**config.mk**
```make
export PLATFORM = sky130hd
export DESIGN_NAME = msc_core
export DESIGN_NICKNAME = d
export VERILOG_FILES = /design/src/design/msc_pkg.sv /design/src/design/msc_tick.sv /design/src/design/msc_core.sv
export SDC_FILE = /design/constraint.sdc
export NUM_CORES = 1
export LEC_CHECK = 0
export BUFFER_PORTS_ARGS = -buffer_cell sky130_fd_sc_hd__clkbuf_2
export CAP_MARGIN = 20
export CORE_UTILIZATION = 35
export CTS_CLUSTER_SIZE = 8
export DETAILED_ROUTE_END_ITERATION = 6
export PLACE_DENSITY = 0.52
export SLEW_MARGIN = 20
export SYNTH_ARGS = -nofsm -noshare
export SYNTH_HDL_FRONTEND = slang
export SYNTH_SLANG_ARGS = --single-unit
```
**constraint.sdc**
```tcl
create_clock -name aclk -period 9.24 [get_ports aclk]
set_input_delay 1.386 -clock aclk [delete_from_list [all_inputs] [get_ports aclk]]
set_output_delay 1.386 -clock aclk [all_outputs]
set_load 0.02 [all_outputs]
```
**src/design/msc_pkg.sv**
```systemverilog
// constants, types and helpers for the modem serial command block
// assumes a single 200 MHz clock and 8-bit settings on a 32-bit bus
// Behaviour
// RULE1: grouping code splits 24 frequencies
// RULE2: low five bits select group number
// RULE3: multidrop responses spaced by packet interval
// RULE4: software keeps packet interval above gap
// RULE5: software leaves reserved registers at defaults
// RULE6: marker character starts a command
// RULE7: marker counts only after idle guard
// RULE8: retransmissions limited to programmed count
// RULE9: error response past limit, broadcast +1
// RULE10: weak beacon below threshold starts scanning
// RULE11: programmed gap between output characters
// RULE12: output drains buffer, no other spacing
// RULE13: guard time counted in tenth seconds
// RULE14: guard zero always, 255 never recognised
// RULE15: command timeout returns to data wait
// RULE16: timeout in tenths, zero disables
// RULE17: new settings apply only after reset
// RULE18: early marker forwarded as ordinary data
// RULE19: idle timers restart on each character
package msc_pkg;
   // timing
   localparam int CLK_PERIOD_NS = 5;
   localparam int MS_NS = 1_000_000;
   localparam int TENTH_NS = 100_000_000;
   localparam int MS_CYCLES = MS_NS / CLK_PERIOD_NS;
   localparam int TENTH_CYCLES = TENTH_NS / CLK_PERIOD_NS;
   // bus
   localparam int ADDR_W = 12;
   localparam logic [1:0] RESP_OKAY = 2'h0;
   localparam logic [1:0] RESP_SLVERR = 2'h2;
   // register byte addresses
   localparam logic [11:0] FREQ_ADDR = 12'h018;
   localparam logic [11:0] PKT_ADDR = 12'h01c;
   localparam logic [11:0] RSVA_ADDR = 12'h020;
   localparam logic [11:0] RSVB_ADDR = 12'h024;
   localparam logic [11:0] MARK_ADDR = 12'h028;
   localparam logic [11:0] RETRY_ADDR = 12'h02c;
   localparam logic [11:0] BEACON_ADDR = 12'h030;
   localparam logic [11:0] RSVC_ADDR = 12'h034;
   localparam logic [11:0] GAP_ADDR = 12'h038;
   localparam logic [11:0] GUARD_ADDR = 12'h03c;
   localparam logic [11:0] CTO_ADDR = 12'h040;
   localparam logic [11:0] RSVD_ADDR = 12'h044;
   localparam logic [11:0] CTRL_ADDR = 12'h080;
   localparam logic [11:0] STATUS_ADDR = 12'h084;
   localparam logic [11:0] MASK_ADDR = 12'h088;
   localparam logic [11:0] STATE_ADDR = 12'h08c;
   // values after reset
   localparam logic [7:0] FREQ_RST = 8'ha0;
   localparam logic [7:0] PKT_RST = 8'h05;
   localparam logic [7:0] RSVA_RST = 8'h11;
   localparam logic [7:0] RSVB_RST = 8'h13;
   localparam logic [7:0] MARK_RST = 8'h40;
   localparam logic [7:0] RETRY_RST = 8'h32;
   localparam logic [7:0] BEACON_RST = 8'hb4;
   localparam logic [7:0] RSVC_RST = 8'h1e;
   localparam logic [7:0] GAP_RST = 8'h00;
   localparam logic [7:0] GUARD_RST = 8'h00;
   localparam logic [7:0] CTO_RST = 8'h32;
   localparam logic [7:0] RSVD_RST = 8'h32;
   localparam logic [7:0] IDLE_RST = 8'hff;
   // fields and special codes
   localparam int GRP_MSB = 7;
   localparam int GRP_LSB = 5;
   localparam int NUM_MSB = 4;
   localparam int CTRL_APPLY_BIT = 0;
   localparam logic [7:0] GUARD_ANY = 8'h00;
   localparam logic [7:0] GUARD_NEVER = 8'hff;
   localparam logic [7:0] CTO_OFF = 8'h00;
   localparam logic [7:0] CNT_MAX = 8'hff;
   // interrupt status bits
   localparam int IRQ_W = 4;
   localparam int IRQ_CMD = 0;
   localparam int IRQ_TMO = 1;
   localparam int IRQ_ERR = 2;
   localparam int IRQ_SCAN = 3;

   // command interpreter modes, gray along data -> command
   typedef enum logic [1:0] {
      MSC_DATA_WAIT = 2'h0,
      MSC_CMD_WAIT = 2'h1
   } msc_mode_e;

   // settings bundle, pending or active
   typedef struct packed {
      logic [7:0] freq;
      logic [7:0] pkt;
      logic [7:0] marker;
      logic [7:0] retry;
      logic [7:0] beacon;
      logic [7:0] gap;
      logic [7:0] guard;
      logic [7:0] cto;
   } msc_cfg_s;

   localparam msc_cfg_s CFG_RST = '{freq: FREQ_RST, pkt: PKT_RST,
      marker: MARK_RST, retry: RETRY_RST, beacon: BEACON_RST,
      gap: GAP_RST, guard: GUARD_RST, cto: CTO_RST};

   // frequencies in each group for a grouping code
   function automatic logic [4:0] msc_per_group(input logic [2:0] m);
      case (m)
         3'h0: return 5'h18;
         3'h1: return 5'h0c;
         3'h2: return 5'h08;
         3'h3: return 5'h06;
         3'h4: return 5'h04;
         3'h5: return 5'h03;
         3'h6: return 5'h02;
         default: return 5'h01;
      endcase
   endfunction : msc_per_group

   // number of groups for a grouping code
   function automatic logic [4:0] msc_groups(input logic [2:0] m);
      return 5'(5'h18 / msc_per_group(m));
   endfunction : msc_groups
endpackage : msc_pkg

```
**src/design/msc_tick.sv**
```systemverilog
// free tick divider with a restart input
// assumes restart and ce are synchronous to aclk
`timescale 1ns/1ps
module msc_tick import msc_pkg::*; #(
   parameter int PERIOD = MS_CYCLES
) (
   // clock, reset, enable
   input wire logic aclk,
   input wire logic aresetn,
   input wire logic ce,
   // restart the period from zero
   input wire logic restart,
   // one-cycle pulse per full period
   output logic tick
);
   localparam int W = $clog2(PERIOD + 1);
   localparam logic [W-1:0] LAST = W'(PERIOD - 1);

   logic [W-1:0] cnt; // cycles into the period
   logic [W-1:0] next_cnt;
   logic next_tick;

   // restart aligns the period to the last event, so a full tick is
   // always a full period after it
   always_comb begin
      next_tick = !restart && (cnt == LAST);
      next_cnt = (restart || next_tick) ? '0 : cnt + 1'b1;
   end

   // register stage
   always_ff @(posedge aclk) begin
      if (!aresetn) begin
         cnt <= '0;
         tick <= 1'b0;
      end else if (ce) begin
         cnt <= next_cnt;
         tick <= next_tick;
      end
   end
endmodule : msc_tick

```
**src/design/msc_core.sv**
```systemverilog
// serial command settings, command detection and output pacing
// assumes characters arrive as one-cycle strobes at end of stop bit
`timescale 1ns/1ps
module msc_core import msc_pkg::*; #(
   parameter int MS_TICKS = MS_CYCLES,
   parameter int TENTH_TICKS = TENTH_CYCLES
) (
   // clock, reset, enable
   input wire logic aclk,
   input wire logic aresetn,
   input wire logic ce,
   // axi4-lite write
   input wire logic awvalid,
   output logic awready,
   input wire logic [ADDR_W-1:0] awaddr,
   input wire logic wvalid,
   output logic wready,
   input wire logic [31:0] wdata,
   input wire logic [3:0] wstrb,
   output logic bvalid,
   input wire logic bready,
   output logic [1:0] bresp,
   // axi4-lite read
   input wire logic arvalid,
   output logic arready,
   input wire logic [ADDR_W-1:0] araddr,
   output logic rvalid,
   input wire logic rready,
   output logic [31:0] rdata,
   output logic [1:0] rresp,
   // characters from the terminal
   input wire logic rx_valid,
   input wire logic [7:0] rx_data,
   // ordinary data and command characters
   output logic fwd_valid,
   output logic [7:0] fwd_data,
   output logic cmd_valid,
   output logic [7:0] cmd_data,
   input wire logic cmd_end,
   // buffered characters toward the terminal
   input wire logic out_valid,
   input wire logic [7:0] out_data,
   input wire logic out_first,
   output logic out_ready,
   input wire logic multidrop_en,
   // serial transmitter
   output logic term_valid,
   output logic [7:0] term_data,
   input wire logic term_ready,
   input wire logic term_done,
   // retransmission
   input wire logic tx_fail,
   input wire logic tx_ok,
   input wire logic tx_broadcast,
   output logic retry_req,
   output logic retry_error,
   // roaming
   input wire logic roam_en,
   input wire logic beacon_valid,
   input wire logic [7:0] beacon_level,
   output logic scan_start,
   // frequency plan
   output logic [4:0] freq_per_group,
   output logic [4:0] group_total,
   output logic [4:0] group_num,
   output logic group_legal,
   // interrupt
   output logic irq
);
   // bus side state
   logic aw_got, next_aw_got;
   logic [ADDR_W-1:0] aw_addr, next_aw_addr;
   logic w_got, next_w_got;
   logic [7:0] w_byte, next_w_byte; // low lane of write data
   logic w_lane, next_w_lane; // low byte strobe
   logic next_bvalid, next_rvalid;
   logic [1:0] next_bresp, next_rresp;
   logic [31:0] next_rdata;
   msc_cfg_s pend, next_pend; // what software last wrote
   msc_cfg_s act, next_act; // what the logic runs on
   logic apply, next_apply; // soft reset request
   logic [IRQ_W-1:0] mask, next_mask;
   logic [IRQ_W-1:0] clr; // write-one-to-clear bits
   logic wr_fire;
   // core state
   msc_mode_e mode, next_mode;
   logic [7:0] idle, next_idle; // tenths since last rx char
   logic [7:0] gap_cnt, next_gap_cnt; // ms since last output
   logic busy, next_busy; // char handed to transmitter
   logic [7:0] rcnt, next_rcnt; // retransmissions so far
   logic [IRQ_W-1:0] status, next_status;
   logic [IRQ_W-1:0] ev;
   logic next_fwd_valid, next_cmd_valid, next_term_valid;
   logic [7:0] next_fwd_data, next_cmd_data, next_term_data;
   logic next_retry_req, next_retry_error, next_scan;
   logic [4:0] next_per, next_total, next_num;
   logic next_legal;
   // helpers
   logic tenth_tick, ms_tick, guard_ok, tmo, gap_ok, hdr;
   logic [7:0] need;
   logic [8:0] limit;

   // register map membership for both answers
   function automatic logic mapped(input logic [ADDR_W-1:0] a);
      case (a)
         FREQ_ADDR, PKT_ADDR, RSVA_ADDR, RSVB_ADDR, MARK_ADDR,
         RETRY_ADDR, BEACON_ADDR, RSVC_ADDR, GAP_ADDR, GUARD_ADDR,
         CTO_ADDR, RSVD_ADDR, CTRL_ADDR, STATUS_ADDR, MASK_ADDR,
         STATE_ADDR: return 1'b1;
         default: return 1'b0;
      endcase
   endfunction : mapped

   // 0.1 s timebase, realigned on each rx character
   // RULE19 restart on character
   msc_tick #(.PERIOD(TENTH_TICKS)) u_tenth (
      .aclk(aclk),
      .aresetn(aresetn),
      .ce(ce),
      .restart(rx_valid),
      .tick(tenth_tick)
   );

   // 1 ms timebase, realigned at each stop bit
   msc_tick #(.PERIOD(MS_TICKS)) u_ms (
      .aclk(aclk),
      .aresetn(aresetn),
      .ce(ce),
      .restart(term_done),
      .tick(ms_tick)
   );

   // handshake readies
   assign awready = ce && !aw_got && !bvalid;
   assign wready = ce && !w_got && !bvalid;
   assign arready = ce && !rvalid;
   assign wr_fire = aw_got && w_got && !bvalid;

   // bus, settings and mask: next values
   always_comb begin
      next_aw_got = aw_got;
      next_aw_addr = aw_addr;
      next_w_got = w_got;
      next_w_byte = w_byte;
      next_w_lane = w_lane;
      next_bvalid = bvalid && !bready;
      next_bresp = bresp;
      next_rvalid = rvalid && !rready;
      next_rresp = rresp;
      next_rdata = rdata;
      next_pend = pend;
      next_mask = mask;
      next_apply = 1'b0;
      clr = '0;
      // address and data may come in either order
      if (awvalid && awready) begin
         next_aw_got = 1'b1;
         next_aw_addr = awaddr;
      end
      if (wvalid && wready) begin
         next_w_got = 1'b1;
         next_w_byte = wdata[7:0];
         next_w_lane = wstrb[0];
      end
      if (wr_fire) begin
         next_aw_got = 1'b0;
         next_w_got = 1'b0;
         next_bvalid = 1'b1;
         next_bresp = mapped(aw_addr) ? RESP_OKAY : RESP_SLVERR;
         // reserved words are read-only; a cleared lane writes nothing
         if (w_lane) begin
            case (aw_addr)
               FREQ_ADDR: next_pend.freq = w_byte;
               PKT_ADDR: next_pend.pkt = w_byte;
               MARK_ADDR: next_pend.marker = w_byte;
               RETRY_ADDR: next_pend.retry = w_byte;
               BEACON_ADDR: next_pend.beacon = w_byte;
               GAP_ADDR: next_pend.gap = w_byte;
               GUARD_ADDR: next_pend.guard = w_byte;
               CTO_ADDR: next_pend.cto = w_byte;
               CTRL_ADDR: next_apply = w_byte[CTRL_APPLY_BIT];
               STATUS_ADDR: clr = w_byte[IRQ_W-1:0];
               MASK_ADDR: next_mask = w_byte[IRQ_W-1:0];
               default: ;
            endcase
         end
      end
      if (arvalid && arready) begin
         next_rvalid = 1'b1;
         next_rresp = mapped(araddr) ? RESP_OKAY : RESP_SLVERR;
         next_rdata = '0;
         case (araddr)
            FREQ_ADDR: next_rdata[7:0] = pend.freq;
            PKT_ADDR: next_rdata[7:0] = pend.pkt;
            RSVA_ADDR: next_rdata[7:0] = RSVA_RST;
            RSVB_ADDR: next_rdata[7:0] = RSVB_RST;
            MARK_ADDR: next_rdata[7:0] = pend.marker;
            RETRY_ADDR: next_rdata[7:0] = pend.retry;
            BEACON_ADDR: next_rdata[7:0] = pend.beacon;
            RSVC_ADDR: next_rdata[7:0] = RSVC_RST;
            GAP_ADDR: next_rdata[7:0] = pend.gap;
            GUARD_ADDR: next_rdata[7:0] = pend.guard;
            CTO_ADDR: next_rdata[7:0] = pend.cto;
            RSVD_ADDR: next_rdata[7:0] = RSVD_RST;
            STATUS_ADDR: next_rdata[IRQ_W-1:0] = status;
            MASK_ADDR: next_rdata[IRQ_W-1:0] = mask;
            STATE_ADDR: next_rdata[23:0] = {rcnt, idle, 6'h0,
               (mode == MSC_CMD_WAIT), busy};
            default: ;
         endcase
      end
      // RULE17 settings copied only on reset
      next_act = apply ? pend : act;
   end

   // bus register stage
   always_ff @(posedge aclk) begin
      if (!aresetn) begin
         aw_got <= 1'b0;
         aw_addr <= '0;
         w_got <= 1'b0;
         w_byte <= '0;
         w_lane <= 1'b0;
         bvalid <= 1'b0;
         bresp <= RESP_OKAY;
         rvalid <= 1'b0;
         rresp <= RESP_OKAY;
         rdata <= '0;
         pend <= CFG_RST;
         act <= CFG_RST;
         mask <= '0;
         apply <= 1'b0;
      end else if (ce) begin
         aw_got <= next_aw_got;
         aw_addr <= next_aw_addr;
         w_got <= next_w_got;
         w_byte <= next_w_byte;
         w_lane <= next_w_lane;
         bvalid <= next_bvalid;
         bresp <= next_bresp;
         rvalid <= next_rvalid;
         rresp <= next_rresp;
         rdata <= next_rdata;
         pend <= next_pend;
         act <= next_act;
         mask <= next_mask;
         apply <= next_apply;
      end
   end

   // RULE13 guard in tenths; RULE14 zero and 255 special
   assign guard_ok = (act.guard == GUARD_ANY) ||
      (act.guard != GUARD_NEVER && idle >= act.guard);
   // RULE16 timeout in tenths, zero disables it
   assign tmo = (act.cto != CTO_OFF) && (idle >= act.cto) && !rx_valid;
   // RULE6 marker compare
   assign hdr = rx_valid && (rx_data == act.marker);
   // RULE3 multidrop spacing; RULE11 character gap
   assign need = (multidrop_en && out_first) ? act.pkt : act.gap;
   assign gap_ok = !busy && (gap_cnt >= need);
   // RULE12 drain while gap allows, no other spacing
   assign out_ready = gap_ok;
   // RULE9 broadcast gets one extra attempt
   assign limit = {1'b0, act.retry} + {8'h0, tx_broadcast};
   assign irq = |(status & mask);

   // interpreter, pacing, retry and roaming: next values
   always_comb begin
      next_mode = mode;
      next_fwd_valid = 1'b0;
      next_fwd_data = fwd_data;
      next_cmd_valid = 1'b0;
      next_cmd_data = cmd_data;
      next_gap_cnt = gap_cnt;
      next_busy = busy;
      next_term_valid = term_valid && !term_ready;
      next_term_data = term_data;
      next_rcnt = rcnt;
      next_retry_req = 1'b0;
      next_retry_error = 1'b0;
      next_scan = 1'b0;
      ev = '0;
      next_idle = idle;
      // RULE19 idle count restarts per character
      if (rx_valid) begin
         next_idle = '0;
      end else if (tenth_tick && idle != CNT_MAX) begin
         next_idle = idle + 1'b1;
      end
      case (mode)
         MSC_DATA_WAIT: begin
            // RULE7 marker after idle guard opens a command
            if (hdr && guard_ok) begin
               next_mode = MSC_CMD_WAIT;
               ev[IRQ_CMD] = 1'b1;
            end else if (rx_valid) begin
               // RULE18 early marker goes out as data
               next_fwd_valid = 1'b1;
               next_fwd_data = rx_data;
            end
         end
         MSC_CMD_WAIT: begin
            if (rx_valid) begin
               next_cmd_valid = 1'b1;
               next_cmd_data = rx_data;
            end
            if (cmd_end) begin
               next_mode = MSC_DATA_WAIT;
            end else if (tmo) begin
               // RULE15 timeout back to data wait
               next_mode = MSC_DATA_WAIT;
               ev[IRQ_TMO] = 1'b1;
            end
         end
         default: next_mode = MSC_DATA_WAIT;
      endcase
      // RULE11 gap measured from stop bit
      if (term_done) begin
         next_gap_cnt = '0;
         next_busy = 1'b0;
      end else if (ms_tick && gap_cnt != CNT_MAX) begin
         next_gap_cnt = gap_cnt + 1'b1;
      end
      if (out_valid && gap_ok) begin
         next_busy = 1'b1;
         next_term_valid = 1'b1;
         next_term_data = out_data;
      end
      // RULE8 attempts bounded by count
      if (tx_fail) begin
         if ({1'b0, rcnt} < limit) begin
            next_rcnt = rcnt + 1'b1;
            next_retry_req = 1'b1;
         end else begin
            // RULE9 limit exceeded, report error
            next_rcnt = '0;
            next_retry_error = 1'b1;
            ev[IRQ_ERR] = 1'b1;
         end
      end else if (tx_ok) begin
         next_rcnt = '0;
      end
      // RULE10 beacon weaker than minus threshold
      if (roam_en && beacon_valid && beacon_level > act.beacon) begin
         next_scan = 1'b1;
         ev[IRQ_SCAN] = 1'b1;
      end
      // set wins over clear in one cycle
      next_status = (status & ~clr) | ev;
      // RULE1 grouping split; RULE2 group number
      next_per = msc_per_group(act.freq[GRP_MSB:GRP_LSB]);
      next_total = msc_groups(act.freq[GRP_MSB:GRP_LSB]);
      next_num = act.freq[NUM_MSB:0];
      next_legal = next_num < next_total;
   end

   // core register stage
   always_ff @(posedge aclk) begin
      if (!aresetn) begin
         mode <= MSC_DATA_WAIT;
         idle <= IDLE_RST;
         fwd_valid <= 1'b0;
         fwd_data <= '0;
         cmd_valid <= 1'b0;
         cmd_data <= '0;
         gap_cnt <= IDLE_RST;
         busy <= 1'b0;
         term_valid <= 1'b0;
         term_data <= '0;
         rcnt <= '0;
         retry_req <= 1'b0;
         retry_error <= 1'b0;
         scan_start <= 1'b0;
         status <= '0;
         freq_per_group <= '0;
         group_total <= '0;
         group_num <= '0;
         group_legal <= 1'b0;
      end else if (ce) begin
         mode <= next_mode;
         idle <= next_idle;
         fwd_valid <= next_fwd_valid;
         fwd_data <= next_fwd_data;
         cmd_valid <= next_cmd_valid;
         cmd_data <= next_cmd_data;
         gap_cnt <= next_gap_cnt;
         busy <= next_busy;
         term_valid <= next_term_valid;
         term_data <= next_term_data;
         rcnt <= next_rcnt;
         retry_req <= next_retry_req;
         retry_error <= next_retry_error;
         scan_start <= next_scan;
         status <= next_status;
         freq_per_group <= next_per;
         group_total <= next_total;
         group_num <= next_num;
         group_legal <= next_legal;
      end
   end
endmodule : msc_core

```
==> key figures <==
STA
  – Fin crit period: 4.734 ns
  – Worst hold slack: 0.4564 ns
  – Relative slew slack: 0.2935
  – Fmax: 211.3 MHz
  – Setup TNS Final: 0 ns
  – Endpoints failing setup: 0
  – Pins Over Slew Limit: 0
  – Clock skew: 0.01657 ns
  – Worst-margin pin slew: 1.056 ns
  – Fin. Hold Viols: 0
  – RSZ-0062 raised after global routing: no
  – Final period util: 0.5123

GRT
  – Initial antenna violation count: 0
  – GR Util All Layers: 0.1998
  – First-pass GRT wire length: 66,740 um
  – Largest net degree at the start of global routing: 100
  – Grt total ovfl: 0
  – Vias in the first global route: 11,996

Clock network
  – H-tree levels: 2
  – Clk Tree Root Cell: clkbuf_16
  – Bufs on Longest Clock Path: 3
  – Clock Sinks: 305
  – Clock transition at path regs: 0.05 ns
  – Resize count post-CTS: 0
  – Clk Latency, worst-skew pair: 0.57 ns
  – CTS tree: built
  – Number of hold buffers added after CTS: 0
  – CTS Buf Count: 44
  – Post-CTS Setup Bufs: 0

Placed design
  – PortBufs: 155
  – DP HPWL: 29,700 um
  – GP Congestion: 0.9211

Yosys
  – Gate count after technology mapping: 1,750
  – Mux contribution to synthesized area: 0.05622
  – Synthesis Warnings: 0
  – Post-synth ARST share: 0
  – Synth Cell Area: 14,690 um^2
  – Largest family of logic cells by synthesized area: simple AND/OR/NAND/NOR gates
  – Sequential fraction of the synthesis area: 0.4157
  – Synth Area in Compound Gates: 0.1544
  – XOR/XNOR share of the synthesized area: 0.04353
  – Post-synthesis simple-gate area fraction: 0.2399
  – Synth cell types: 76
  – Post-Syn Area per Cell: 8.393 um^2
  – Flops & latches, synth: 305
  – Most common flop cell mapped by yosys: dfxtp_1
  – Adder-cell area share of the yosys netlist: 0.04770
  – EDFF count, synth: 0

Critical path
  – Critical Path Start Type: input pin
  – CP Max Fanout: 8
  – Kind of end point of the critical path: output port
  – WP data arrival: 3.35 ns
  – Req. time, crit path: 7.85 ns
  – Critical path type: in -> out

Routing
  – Post-DRT Antenna Nets: 0
  – Vias after detailed routing: 12,372
  – TritonRoute pass-1 iters: 6
  – DRC viols: 0
  – Drt initial violations: 593
  – Post-Route WL: 42,280 um
  – Routed vias/inst: 5.155
  – Wire per inst: 17.62 um

Floorplanning
  – Row count: 74
  – I/O Pins: 193
  – Die area: 42,790 um^2
  – Die height: 206.9 um
  – Core Region: 41,110 um^2
  – Initial Utilization: 0.3573
  – Die X: 206.9 um

Pwr
  – Leak: 0.006497 uW
  – Peak supply drop: 126.8 uV
  – Power Dens Cells: 177.1 nW/um^2

Layout
  – Most frequent cells in the layout: nand2_1 (386), dfxtp_1 (305), clkbuf_2 (154), a21boi_0 (118), nor2_1 (106)
  – Area grow syn2layout: 15.84%
  – Ant. Diodes: 0
  – Fillers: 4,252
  – Fin nets: 2,023
  – Layout cells sized above 1: 0.1312
  – Commonest non-fill, non-tap cell in the layout: nand2_1

Job
  – Max-cap violations: 0

Status
  – Status: finished, final reports clean

Min path
  – Kind of path behind the tightest hold check: reg -> reg
==> where the power goes <==
part	internal, uW	switching [uW]	total [uW]	leakage [uW]
sequential	1340	28.5	1370	0.00247
clock	868	585	1450	0.000586
combinational	73.2	122	195	0.00344
==> layout make-up <==
| type | instances | area [um^2] | share of cell area |
|---|---|---|---|
| clock inverter | 3 | 45.04 | 0.002647 |
| sequential | 305 | 6106 | 0.3588 |
| timing repair buffer | 163 | 854.6 | 0.05022 |
| multi-input combinational | 1305 | 8033 | 0.4721 |
| tap | 532 | 665.6 | 0.03912 |
| clock buffer | 48 | 1146 | 0.06736 |
| inverter | 44 | 165.2 | 0.009707 |
==> logic make-up after synthesis <==
kind of cell	count (synthesis)
AND/OR/NAND/NOR	760
AO/OA/AOI/OAI	324
flip-flops	305
buffers and inverters	149
multiplexers	82
XOR/XNOR	73
adder cells (fa/ha/maj)	56
other	1
==> metal layers <==
metal,wire [um],share of wire,GRT usage
met5,0,0,0
met4,1020,0.024,0.06022
met3,2138,0.051,0.04019
met2,19240,0.45,0.3180
met1,19890,0.47,0.2712
==> final timing paths <==
kind | from | endpoint | slack [ns] | depth (start not counted)
hold reg to reg | fwd_data[6] | fwd_data[6] | 0.46 | 2
setup reg to reg | act[63] | group_legal | 5.21 | 20
setup / recovery | multidrop_en | out_ready | 4.51 | 10
hold / removal | fwd_data[6] | fwd_data[6] | 0.46 | 2
==> cell usage after synthesis, types with 5 or more instances <==
cell type | instances | area share
buf_2 | 5 | 0.0017
buf_1 | 17 | 0.0043
nand2_1 | 387 | 0.099
nor3_1 | 21 | 0.0072
and4_1 | 7 | 0.0042
o211ai_1 | 18 | 0.0092
o21a_1 | 8 | 0.0041
nor2_2 | 6 | 0.0026
xnor2_1 | 36 | 0.021
nor3b_1 | 7 | 0.0036
mux2i_1 | 78 | 0.053
nor4_1 | 10 | 0.0043
nand3b_1 | 5 | 0.0026
nand4_1 | 27 | 0.011
xor2_1 | 37 | 0.022
a32oi_1 | 5 | 0.0030
a21o_1 | 6 | 0.0031
a22oi_1 | 26 | 0.013
o21ai_0 | 54 | 0.018
dfxtp_1 | 305 | 0.42
o32ai_1 | 5 | 0.0030
a21oi_1 | 34 | 0.012
nand2b_1 | 10 | 0.0043
nor2b_1 | 62 | 0.026
and3_1 | 21 | 0.0089
ha_1 | 56 | 0.048
nand3_1 | 53 | 0.018
clkbuf_1 | 70 | 0.018
a21boi_0 | 118 | 0.060
and2_1 | 11 | 0.0047
nor2_1 | 107 | 0.027
inv_1 | 44 | 0.011
buf_4 | 11 | 0.0056
==> worst max-delay path: stages <==
cell,delay (ns)
clkbuf_2,0.08
nand2_1,0.35
mux2_2,0.40
ha_1,0.26
nand2b_1,0.14
a21o_1,0.17
a21oi_1,0.13
o21a_1,0.20
nor2b_1,0.07
clkbuf_2,0.15
==> stage by stage <==
| step | cells | worst slack, ns | utilization | power [uW] | area (um^2) |
|---|---|---|---|---|---|
| final | 2400 | 4.506 | 0.4139 | 3014 | 17020 |
| after CTS | 2400 | 4.442 | 0.4139 | 3059 | 17020 |
| after floorplan | 1759 | 4.836 | - | 1518 | 14720 |
| after global routing | 2400 | 4.370 | 0.4139 | 3135 | 17020 |
| after global placement | 2348 | 4.478 | 0.3840 | 1584 | 15790 |
| after detailed placement | 2349 | 4.442 | 0.3849 | 1588 | 15820 |
==> sequential cells by signal, summed over array words and instances, names as in the netlist, 4 cells and up <==
| signal | flops |
|---|---|
| fwd_data | 8 |
| group_num | 5 |
| freq_per_group | 5 |
| w_byte | 8 |
| act | 64 |
| aw_addr | 12 |
| status | 4 |
| u_tenth.cnt | 25 |
| pend | 64 |
| rcnt | 8 |
| cmd_data | 8 |
| term_data | 8 |
| group_total | 5 |
| idle | 8 |
| u_ms.cnt | 18 |
| rdata | 24 |
| mask | 4 |
| gap_cnt | 8 |
Power figures use the tool's default switching activity.
